**src/sau_pkg.sv**
```systemverilog
// package: register map, field positions, reset values and link constants of the audio channel
package sau_pkg;

    ////////////////////////////////////////////////////////////////////////////////
    // register byte offsets, one aligned word each
    localparam logic [7:0] OFF_CTRL = 8'h00;
    localparam logic [7:0] OFF_STATUS = 8'h04;
    localparam logic [7:0] OFF_MASK = 8'h08;
    localparam logic [7:0] OFF_TX_FIRST = 8'h0C;
    localparam logic [7:0] OFF_TX_SECOND = 8'h10;
    localparam logic [7:0] OFF_RX_FIRST = 8'h14;
    localparam logic [7:0] OFF_RX_SECOND = 8'h18;
    localparam logic [7:0] OFF_LEVELS = 8'h1C;

    ////////////////////////////////////////////////////////////////////////////////
    // control register fields
    localparam int CTRL_W = 6;
    localparam int CTRL_TX_EN = 0;
    localparam int CTRL_RX_EN = 1;
    localparam int CTRL_AC97 = 2;
    localparam int CTRL_DUAL_CHANNEL_ENABLE = 3;
    localparam int CTRL_FIRST_FIFO_ENABLE = 4;
    localparam int CTRL_SECOND_FIFO_ENABLE = 5;
    localparam logic [CTRL_W-1:0] CTRL_RESET = 6'h00;

    // status and mask fields, same layout
    localparam int STAT_W = 3;
    localparam int STAT_TX_UNDERRUN = 0;
    localparam int STAT_RX_OVERRUN = 1;
    localparam int STAT_CLOCK_RATIO = 2;
    localparam logic [STAT_W-1:0] STAT_RESET = 3'h0;
    localparam logic [STAT_W-1:0] MASK_RESET = 3'h0;

    ////////////////////////////////////////////////////////////////////////////////
    // link framing
    localparam int SLOT_W = 20;
    localparam int I2S_WORD_BITS = 16;
    localparam logic [4:0] AC97_TAG_BITS = 5'h10;
    localparam logic [4:0] AC97_DATA_BITS = 5'h14;
    localparam logic [4:0] I2S_BITS = 5'h10;
    localparam logic [3:0] AC97_SLOT_LEFT = 4'h3;
    localparam logic [3:0] AC97_SLOT_RIGHT = 4'h4;
    localparam int TAG_FRAME_VALID = 15;
    localparam logic [15:0] TX_TAG = 16'h9800;
    // fewest core cycles in half a link clock period for a clean slot-ignore crossing
    localparam logic [7:0] SYNC_MIN_CYCLES = 8'h04;

endpackage

```
**src/sample_fifo.sv**
```systemverilog
// file: small synchronous sample queue with array storage
`timescale 1ns/1ps
`default_nettype none

module sample_fifo #(
    parameter int W = 20,
    parameter int DEPTH = 8
) (
    input wire logic core_clk,
    input wire logic rst,
    input wire logic ce,
    input wire logic push,
    input wire logic [W-1:0] push_data,
    input wire logic pop,
    output logic [W-1:0] head,
    output logic full,
    output logic empty,
    output logic [$clog2(DEPTH):0] level
);
    localparam int AW = $clog2(DEPTH);

    logic [W-1:0] mem [DEPTH];
    logic [AW:0] wr_ptr_r;
    logic [AW:0] rd_ptr_r;
    wire do_push = ce && push && !full;
    wire do_pop = ce && pop && !empty;

    // pointers carry one extra wrap bit so full and empty are exact
    assign level = wr_ptr_r - rd_ptr_r;
    assign full = (level == (AW+1)'(DEPTH));
    assign empty = (level == '0);
    assign head = mem[rd_ptr_r[AW-1:0]];

    // storage is not reset; only the pointers carry state
    always_ff @(posedge core_clk) begin
        if (do_push) begin
            mem[wr_ptr_r[AW-1:0]] <= push_data;
        end
    end

    // pointer advance
    always_ff @(posedge core_clk or posedge rst) begin
        if (rst) begin
            wr_ptr_r <= '0;
            rd_ptr_r <= '0;
        end else begin
            if (do_push) begin
                wr_ptr_r <= wr_ptr_r + 1'b1;
            end
            if (do_pop) begin
                rd_ptr_r <= rd_ptr_r + 1'b1;
            end
        end
    end
endmodule

`default_nettype wire

```
**src/serial_audio_unit.sv**
```systemverilog
// file: serial audio channel with I2S and AC97 framing, sample queues and register port
//
// Contract
// - AC97 16-bit receive samples land in bits 19..4 of the queue entry.
// - Slot-ignore may drop one cycle; crossing needs 4 core cycles per half period.
// - Single-queue I2S stores and sends left then right, alternating.
// - Single-queue underrun repeats the previous sample on both slots.
// - Single-queue data arriving at a right slot goes out there, swapping order.
// - Single-queue overrun emptied during a right slot swaps stored channels.
// - Dual queues: left transmit from first queue, right from second.
// - Dual underrun repeats each channel's own previous sample.
// - Dual queues: left received into first queue, right into second.
//
// Design decisions made here: the plain strobed port and the register offsets.
`timescale 1ns/1ps
`default_nettype none

module serial_audio_unit #(
    parameter int DEPTH = 8
) (
    input wire logic core_clk,
    input wire logic rst,
    input wire logic ce,
    input wire logic [7:0] addr,
    input wire logic [31:0] wr_data,
    input wire logic wr_en,
    input wire logic rd_en,
    output logic [31:0] rd_data,
    input wire logic bit_clk,
    input wire logic frame_sync,
    input wire logic sdata_in,
    output logic sdata_out,
    output logic irq
);
    localparam int LW = $clog2(DEPTH) + 1;
    localparam int SW = sau_pkg::SLOT_W;

    ////////////////////////////////////////////////////////////////////////////////
    // helpers

    // a slot is taken when the frame is valid and its tag bit is set
    function automatic logic slot_valid(input logic [15:0] tag, input logic [3:0] idx);
        slot_valid = tag[sau_pkg::TAG_FRAME_VALID] && tag[4'hF - idx];
    endfunction

    // queue level packed into one byte of the levels word
    function automatic logic [7:0] lvl_byte(input logic [LW-1:0] lvl);
        lvl_byte = 8'(lvl);
    endfunction

    ////////////////////////////////////////////////////////////////////////////////
    // pin synchroniser: stage one feeds stage two only

    logic [2:0] sync1_r;
    logic [2:0] sync2_r;
    logic [2:0] prev_r;

    always_ff @(posedge core_clk or posedge rst) begin
        if (rst) begin
            sync1_r <= 3'h0;
            sync2_r <= 3'h0;
            prev_r <= 3'h0;
        end else if (ce) begin
            sync1_r <= {sdata_in, frame_sync, bit_clk};
            sync2_r <= sync1_r;
            prev_r <= sync2_r;
        end
    end

    wire bclk_s = sync2_r[0];
    wire fs_s = sync2_r[1];
    wire sd_s = sync2_r[2];
    wire bclk_rise = ce && bclk_s && !prev_r[0];
    wire bclk_fall = ce && !bclk_s && prev_r[0];
    // frame sync moves with the falling link edge, never in the cycle of a rising one,
    // so it is compared with its level at the previous sampled rising edge
    logic fs_bit_r;
    wire fs_change = fs_s != fs_bit_r;
    wire fs_rise = fs_s && !fs_bit_r;

    ////////////////////////////////////////////////////////////////////////////////
    // registers

    logic [sau_pkg::CTRL_W-1:0] ctrl_r;
    logic [sau_pkg::STAT_W-1:0] status_r;
    logic [sau_pkg::STAT_W-1:0] mask_r;
    logic [sau_pkg::STAT_W-1:0] status_nxt;
    logic [sau_pkg::STAT_W-1:0] stat_set;

    wire tx_en = ctrl_r[sau_pkg::CTRL_TX_EN];
    wire rx_en = ctrl_r[sau_pkg::CTRL_RX_EN];
    wire ac97 = ctrl_r[sau_pkg::CTRL_AC97];
    // dual channel mode
    // two-queue operation only when all three enables are set; otherwise one queue
    wire dual = ctrl_r[sau_pkg::CTRL_DUAL_CHANNEL_ENABLE]
        && ctrl_r[sau_pkg::CTRL_FIRST_FIFO_ENABLE]
        && ctrl_r[sau_pkg::CTRL_SECOND_FIFO_ENABLE];

    wire wr_ctrl = ce && wr_en && (addr == sau_pkg::OFF_CTRL);
    wire wr_status = ce && wr_en && (addr == sau_pkg::OFF_STATUS);
    wire wr_mask = ce && wr_en && (addr == sau_pkg::OFF_MASK);
    wire wr_tx0 = ce && wr_en && (addr == sau_pkg::OFF_TX_FIRST);
    wire wr_tx1 = ce && wr_en && (addr == sau_pkg::OFF_TX_SECOND);
    wire rd_rx0 = ce && rd_en && (addr == sau_pkg::OFF_RX_FIRST);
    wire rd_rx1 = ce && rd_en && (addr == sau_pkg::OFF_RX_SECOND);

    ////////////////////////////////////////////////////////////////////////////////
    // sample queues

    logic [SW-1:0] tx0_head, tx1_head, rx0_head, rx1_head;
    logic tx0_full, tx1_full, rx0_full, rx1_full;
    logic tx0_empty, tx1_empty, rx0_empty, rx1_empty;
    logic [LW-1:0] tx0_lvl, tx1_lvl, rx0_lvl, rx1_lvl;
    logic tx_pop0, tx_pop1, rx_push0, rx_push1;
    logic [SW-1:0] rx_word;

    sample_fifo #(.W(SW), .DEPTH(DEPTH)) u_tx_first (
        .core_clk(core_clk), .rst(rst), .ce(ce),
        .push(wr_tx0), .push_data(wr_data[SW-1:0]), .pop(tx_pop0),
        .head(tx0_head), .full(tx0_full), .empty(tx0_empty), .level(tx0_lvl)
    );
    sample_fifo #(.W(SW), .DEPTH(DEPTH)) u_tx_second (
        .core_clk(core_clk), .rst(rst), .ce(ce),
        .push(wr_tx1), .push_data(wr_data[SW-1:0]), .pop(tx_pop1),
        .head(tx1_head), .full(tx1_full), .empty(tx1_empty), .level(tx1_lvl)
    );
    sample_fifo #(.W(SW), .DEPTH(DEPTH)) u_rx_first (
        .core_clk(core_clk), .rst(rst), .ce(ce),
        .push(rx_push0), .push_data(rx_word), .pop(rd_rx0),
        .head(rx0_head), .full(rx0_full), .empty(rx0_empty), .level(rx0_lvl)
    );
    sample_fifo #(.W(SW), .DEPTH(DEPTH)) u_rx_second (
        .core_clk(core_clk), .rst(rst), .ce(ce),
        .push(rx_push1), .push_data(rx_word), .pop(rd_rx1),
        .head(rx1_head), .full(rx1_full), .empty(rx1_empty), .level(rx1_lvl)
    );

    ////////////////////////////////////////////////////////////////////////////////
    // slot timing on sampled link clock edges

    logic [4:0] bit_cnt_r;
    logic [3:0] slot_idx_r;
    logic fin_right_r;
    logic fin_pcm_r;
    logic [SW-1:0] rx_sh_r;
    logic [SW-1:0] tx_sh_r;
    logic [15:0] tag_r;
    logic ign_r;
    logic ign_d_r;
    logic [SW-1:0] last_l_r;
    logic [SW-1:0] last_r_r;
    logic [7:0] half_cnt_r;

    // I2S slots follow the word select level; AC97 slots follow bit counts from sync
    wire [4:0] slot_len = !ac97 ? sau_pkg::I2S_BITS
        : (slot_idx_r == 4'h0) ? sau_pkg::AC97_TAG_BITS : sau_pkg::AC97_DATA_BITS;
    wire slot_start = bclk_rise && (ac97 ? (fs_rise || bit_cnt_r == slot_len) : fs_change);
    wire [3:0] new_idx = fs_rise ? 4'h0 : slot_idx_r + 4'h1;
    wire new_right = ac97 ? (new_idx == sau_pkg::AC97_SLOT_RIGHT) : fs_s;
    wire new_pcm = !ac97 || new_idx == sau_pkg::AC97_SLOT_LEFT
        || new_idx == sau_pkg::AC97_SLOT_RIGHT;
    wire new_tag = ac97 && new_idx == 4'h0;

    // ignore bridging
    // the ignore level may drop for one cycle between frames, so the old value is kept
    wire slot_ignore = ac97 && (ign_r || ign_d_r);
    // ratio check
    // a half period shorter than the crossing needs flags the slot-ignore as unreliable
    wire ratio_bad = (bclk_rise || bclk_fall) && half_cnt_r < sau_pkg::SYNC_MIN_CYCLES;

    ////////////////////////////////////////////////////////////////////////////////
    // receive path

    // receive alignment
    // AC97 keeps the whole 20-bit slot, so a 16-bit sample sits in bits 19..4
    assign rx_word = ac97 ? rx_sh_r : SW'(rx_sh_r[sau_pkg::I2S_WORD_BITS-1:0]);
    wire rx_store = slot_start && rx_en && fin_pcm_r && !slot_ignore;
    // receive steering
    // single queue takes samples in arrival order; dual splits by channel
    wire rx_to_second = dual && fin_right_r;
    assign rx_push0 = rx_store && !rx_to_second;
    assign rx_push1 = rx_store && rx_to_second;
    // overrun drop
    // a dropped sample is not replaced, so later samples can land one channel off
    wire rx_overrun = (rx_push0 && rx0_full) || (rx_push1 && rx1_full);

    ////////////////////////////////////////////////////////////////////////////////
    // transmit path

    wire tx_start = slot_start && tx_en && new_pcm;
    wire use_second = dual && new_right;
    // no slot tracking in single mode: whatever is queued goes out in this slot
    assign tx_pop0 = tx_start && !use_second && !tx0_empty;
    assign tx_pop1 = tx_start && use_second && !tx1_empty;
    wire tx_underrun = tx_start && (use_second ? tx1_empty : tx0_empty);
    // underrun repeat
    // an empty source resends its own previous sample; single mode only has one
    wire [SW-1:0] tx_word = tx_pop0 ? tx0_head : tx_pop1 ? tx1_head
        : use_second ? last_r_r : last_l_r;
    wire [SW-1:0] tx_load = !tx_en ? '0
        : new_tag ? {sau_pkg::TX_TAG, 4'h0}
        : !new_pcm ? '0
        : ac97 ? tx_word : {tx_word[sau_pkg::I2S_WORD_BITS-1:0], 4'h0};

    assign stat_set = {ratio_bad, rx_overrun, tx_underrun};
    // a new event beats a clear in the same cycle
    assign status_nxt = (status_r & ~(wr_status ? wr_data[sau_pkg::STAT_W-1:0] : '0))
        | stat_set;

    ////////////////////////////////////////////////////////////////////////////////
    // read mux, answer registered one cycle after the strobe

    wire [31:0] levels_w = {lvl_byte(rx1_lvl), lvl_byte(rx0_lvl),
        lvl_byte(tx1_lvl), lvl_byte(tx0_lvl)};
    wire [31:0] rd_mux =
        (addr == sau_pkg::OFF_CTRL) ? 32'(ctrl_r) :
        (addr == sau_pkg::OFF_STATUS) ? 32'(status_r) :
        (addr == sau_pkg::OFF_MASK) ? 32'(mask_r) :
        (addr == sau_pkg::OFF_RX_FIRST) ? (rx0_empty ? 32'h0 : 32'(rx0_head)) :
        (addr == sau_pkg::OFF_RX_SECOND) ? (rx1_empty ? 32'h0 : 32'(rx1_head)) :
        (addr == sau_pkg::OFF_LEVELS) ? levels_w : 32'h0;

    // register port state
    always_ff @(posedge core_clk or posedge rst) begin
        if (rst) begin
            ctrl_r <= sau_pkg::CTRL_RESET;
            mask_r <= sau_pkg::MASK_RESET;
            status_r <= sau_pkg::STAT_RESET;
            rd_data <= 32'h0;
            irq <= 1'b0;
        end else if (ce) begin
            if (wr_ctrl) begin
                ctrl_r <= wr_data[sau_pkg::CTRL_W-1:0];
            end
            if (wr_mask) begin
                mask_r <= wr_data[sau_pkg::STAT_W-1:0];
            end
            status_r <= status_nxt;
            rd_data <= rd_en ? rd_mux : 32'h0;
            irq <= |(status_r & mask_r);
        end
    end

    // slot counters and channel of the slot in progress
    always_ff @(posedge core_clk or posedge rst) begin
        if (rst) begin
            bit_cnt_r <= 5'h0;
            slot_idx_r <= 4'h0;
            fin_right_r <= 1'b0;
            fin_pcm_r <= 1'b0;
            fs_bit_r <= 1'b0;
        end else if (bclk_rise) begin
            fs_bit_r <= fs_s;
            bit_cnt_r <= slot_start ? 5'h1 : bit_cnt_r + 5'h1;
            if (slot_start) begin
                slot_idx_r <= new_idx;
                fin_right_r <= new_right;
                fin_pcm_r <= new_pcm;
            end
        end
    end

    // receive shifter and AC97 tag capture
    always_ff @(posedge core_clk or posedge rst) begin
        if (rst) begin
            rx_sh_r <= '0;
            tag_r <= 16'h0;
            ign_r <= 1'b0;
            ign_d_r <= 1'b0;
        end else if (ce) begin
            ign_d_r <= ign_r;
            if (bclk_rise) begin
                rx_sh_r <= slot_start ? SW'(sd_s) : {rx_sh_r[SW-2:0], sd_s};
            end
            if (slot_start && slot_idx_r == 4'h0 && ac97) begin
                tag_r <= rx_sh_r[15:0];
            end
            if (slot_start) begin
                ign_r <= !slot_valid(tag_r, new_idx);
            end
        end
    end

    // transmit shifter: load at slot start, shift on later rising edges
    always_ff @(posedge core_clk or posedge rst) begin
        if (rst) begin
            tx_sh_r <= '0;
            sdata_out <= 1'b0;
        end else begin
            if (slot_start) begin
                tx_sh_r <= tx_load;
            end else if (bclk_rise) begin
                tx_sh_r <= {tx_sh_r[SW-2:0], 1'b0};
            end
            // drive on the falling edge so the codec samples a settled bit
            if (bclk_fall) begin
                sdata_out <= tx_sh_r[SW-1];
            end
        end
    end

    // previous sample per source for underrun repeat
    always_ff @(posedge core_clk or posedge rst) begin
        if (rst) begin
            last_l_r <= '0;
            last_r_r <= '0;
        end else begin
            if (tx_pop0) begin
                last_l_r <= tx0_head;
            end
            if (tx_pop1) begin
                last_r_r <= tx1_head;
            end
        end
    end

    // core cycles since the last link clock edge, saturating
    always_ff @(posedge core_clk or posedge rst) begin
        if (rst) begin
            half_cnt_r <= 8'hFF;
        end else if (ce) begin
            if (bclk_rise || bclk_fall) begin
                half_cnt_r <= 8'h1;
            end else if (half_cnt_r != 8'hFF) begin
                half_cnt_r <= half_cnt_r + 8'h1;
            end
        end
    end
endmodule

`default_nettype wire

```
**config.mk**
```make
export PLATFORM = sky130hd
export DESIGN_NAME = serial_audio_unit
export DESIGN_NICKNAME = d
export VERILOG_FILES = /design/src/sau_pkg.sv /design/src/sample_fifo.sv /design/src/serial_audio_unit.sv
export SDC_FILE = /design/constraint.sdc
export NUM_CORES = 1
export LEC_CHECK = 0
export BUFFER_PORTS_ARGS = -buffer_cell sky130_fd_sc_hd__buf_2
export CAP_MARGIN = 20
export CELL_PAD_IN_SITES_DETAIL_PLACEMENT = 1
export CELL_PAD_IN_SITES_GLOBAL_PLACEMENT = 2
export CORE_MARGIN = 10
export CORE_UTILIZATION = 40
export DETAILED_ROUTE_END_ITERATION = 10
export GPL_TIMING_DRIVEN = 0
export PLACE_DENSITY_LB_ADDON = 0.1
export SLEW_MARGIN = 40
export SYNTH_ARGS = -nofsm -noshare
export SYNTH_HDL_FRONTEND = slang
export SYNTH_HIERARCHICAL = 1
export SYNTH_SLANG_ARGS = --single-unit
```
**constraint.sdc**
```tcl
create_clock -name core_clk -period 5.9 [get_ports core_clk]
set_clock_uncertainty 0.15 [all_clocks]
set_input_delay 1.18 -clock core_clk [delete_from_list [all_inputs] [get_ports core_clk]]
set_output_delay 1.18 -clock core_clk [all_outputs]
set_load 0.05 [all_outputs]
```
==> summary.md <==
| Metric | Value |
|---|---|
| Grt ovf | `0` |
| Post-synthesis mux area share | `0.1315` |
| XOR/XNOR share of the synthesized area | `0.009266` |
| Worst hold slack | `0.3182 ns` |
| Pin count of the biggest net entering global routing | `69` |
| H-tree depth | `3` |
| CP max FO | `20` |
| Compound-Gate Fraction of Synth Area | `0.04756` |
| Core box area | `0.08568 mm²` |
| Antenna cells | `0` |
| Synth top area share | `0.5538` |
| Row cnt | `107` |
| Post-Synth Adder-Cell Area | `0.01168` |
| Critical path class | `in -> reg` |
| Yosys top cell by area | `edfxtp_1` |
| Starting Density | `0.4050` |
| CTS Buf Count | `93` |
| Top_reg_cell synth | `edfxtp_1` |
| Number of synthesized flops with an enable pin | `between 600 and 700` |
| Commonest cells in the synthesized netlist | `640 x edfxtp_1, 458 x nand2_1, 187 x dfrtp_1` |
| Top-count cell post-synth | `edfxtp_1` |
| Post-synthesis instance area | `0.03470 mm²` |
| FF+latch count, synth | `835` |
| Syn avg cell area | `15.62 µm²` |
| Synth top area cells | `edfxtp_1 55%, dfrtp_1 13%, mux4_2 11%` |
| Pins Over Slew Limit | `0` |
| Root Buffer | `clkbuf_16` |
| Worst r2r src | `u_tx_second/rd_ptr_r[2]$_DFFE_PP0P_` |
| Maxcap violations | `0` |
| Register area share after synthesis | `0.6947` |
| Initial antenna violation count | `1` |
| Die Wd | `about 310 µm` |
| Worst-Margin Slew | `0.8379 ns` |
| Post-CTS Setup Inserts | `0` |
| Syn Inst Count | `2222` |
| Die height | `~310 µm` |
| Slew headroom | `0.4414` |
| Met3 WL | `between 3000 and 4000 µm` |
| Total power | `13.36 mW` |
| Fmax | `around 200 MHz` |
| Routed wire length | `around 96000 µm` |
| Power per cell area | `329.6 mW/mm²` |
| Endpoint class of the critical path | `register` |
| Hold Violations, Final | `0` |
| Initial drt markers | `approximately 1500` |
| Pre-antenna DRT Iters | `5` |
| Vias in the first global route | `21770` |
| Fin nets | `between 2000 and 3000` |
| # IOs | `82` |
| DR DRC count | `0` |
| Status | `complete, no violations` |
| Post-CTS Resized | `0` |
| Arrival time at the worst endpoint | `5.24 ns` |
| GRT Total Usage | `0.1959` |
| Worst Path Required | `6.10 ns` |
| Met1 Routed Length | `40070 µm` |
| Simple-Gate Fraction of Synth Area | `0.07986` |
| Hold path startpoint | `last_r_r[18]$_DFFE_PP0P_` |
| Vias | `19990` |
| Worst vdd ir | `0.2436 mV` |
| Bufs on Longest Clock Path | `3` |
| Startpoint types | `primary input` |
| Number of routed nets with antenna violations | `0` |
| Vias per inst | `5.386` |
| Cts hold-fix bufs | `0` |
| Final min period | `a little over 5 ns` |
| First-pass GRT wire length | `between 100000 and 150000 µm` |
| Yosys warns | `6` |
| Count of buffers from port buffering | `59` |
| RSZ-0062 raised after global routing | `no` |
| Layout cells sized above 1 | `0.2513` |
| Met2 WL | `49710 µm` |
| CTS tree | `done` |
| Die footprint | `~0.1 mm²` |
| RD Place Congestion | `0.7782` |
| Finish-stage setup viols | `0` |
| Critical Path Start | `ce` |
| Synth cell types | `73` |
| Worst-Skew Late Latency | `0.67 ns` |
| FFs w/ async S/R, synth | `0.2335` |
| Sink Count | `835` |
| Worst hold path type | `reg -> reg` |
| Clock transition at path regs | `0.06 ns` |
| Leak | `14.81 nW` |
| Main combinational cell family by area after synthesis | `multiplexers` |
| Top Layer Used | `met4` |
| Final Cycle Share | `0.8534` |
| DP HPWL | `69250 µm` |
| Avg WL per Cell | `25.91 µm` |
| P&R area growth vs syn | `16.84%` |
kinds of logic after synthesis:
family | Yosys count
multiplexers | 243
adder cells (fa/ha/maj) | 30
AO/OA/AOI/OAI | 237
XOR/XNOR | 35
flip-flops | 835
buffers and inverters | 197
other | 1
AND/OR/NAND/NOR | 644
power breakdown:
part           internal [mW]  leakage, nW  switching (mW)
logic                  0.240         4.90           0.418
registers               6.58         8.41           0.255
clock network           3.44         1.50            2.43
critical path, cell delays in order:
cell and delay (ns):
buf_2 0.49, clkbuf_1 0.55, nand2_1 0.39, nor3_1 0.65
and2_1 0.31, nand2b_1 0.09, buf_6 0.14, nor4_2 0.50
buf_2 0.30, buf_2 0.20, buf_2 0.20, buf_2 0.20
layout make-up:
class	instances	area (µm²)
Timing Repair Buffer	165	1076
Tap cell	1144	1431
Clock buffer	113	2444
Clock inverter	60	634.4
Inverter	60	232.7
Multi-Input combinational cell	1197	9961
Buffer	137	658.1
Fill cell	8470	45140
Sequential cell	835	24110
per-stage QoR:
| stage | TNS [ns] | util | setup slack, ns | instance area [µm²] | instances |
|---|---|---|---|---|---|
| 2_1_floorplan | 0 | - | 0.1783 | 34730 | 2229 |
| 3_3_place_gp | -1182.44 | 0.4255 | -3.308 | 36460 | 3432 |
| 3_5_place_dp | 0 | 0.4371 | 0.1795 | 37450 | 3538 |
| 4_1_cts | 0 | 0.4731 | 0.8162 | 40530 | 3711 |
| 5_1_grt | 0 | 0.4732 | 0.6242 | 40550 | 3711 |
| 6_report | 0 | 0.4732 | 0.8649 | 40550 | 3711 |
layout by cell type, fill, tap and decap left out, types with 21 or more instances in the layout:
master     instances
nand3_1           21
mux2_2            52
o21ai_0           47
inv_1             56
clkbuf_1          92
mux2i_1           22
ha_1              26
dfrtp_1          187
buf_4             45
o22ai_1           25
nor2_1            39
nand2_1          458
mux4_2           162
clkbuf_16         94
buf_2            151
edfxtp_1         640
xnor2_1           23
clkinv_1          21
a21oi_1           42
final timing paths:
| check | slack [ns] | depth (start not counted) | endpoint |
|---|---|---|---|
| min reg2reg | 0.32 | 2 | last_r_r[18]$_DFFE_PP0P_ |
| min | 0.32 | 2 | last_r_r[18]$_DFFE_PP0P_ |
| max | 0.86 | 12 | u_tx_first/mem[0][2]$_DFFE_PP_ |
| max reg2reg | 1.09 | 15 | u_tx_second/rd_ptr_r[1]$_DFFE_PP0P_ |
| max in group asynchronous | 4.01 | 4 | half_cnt_r[2]$_DFFE_PP1P_ |
| min in group asynchronous | 0.51 | 2 | u_rx_second/rd_ptr_r[0]$_DFFE_PP0P_ |
state kept, by name, indices dropped and copies added (netlist names), 5 cells and up:
signal,flops
u_rx_first/mem,160
half_cnt_r,8
tag_r,16
bit_cnt_r,5
u_tx_second/mem,160
last_l_r,20
rd_data,24
ctrl_r,6
rx_sh_r,20
u_tx_first/mem,160
last_r_r,20
tx_sh_r,20
u_rx_second/mem,160
routing by layer:
layer  GRT usage  up-vias
met5           0        -
met4     0.06389        0
met3     0.02631      167
met2      0.3456      352
met1      0.2463    10550
li1            -     8918
No activity file was read; power rests on OpenSTA's default activity.
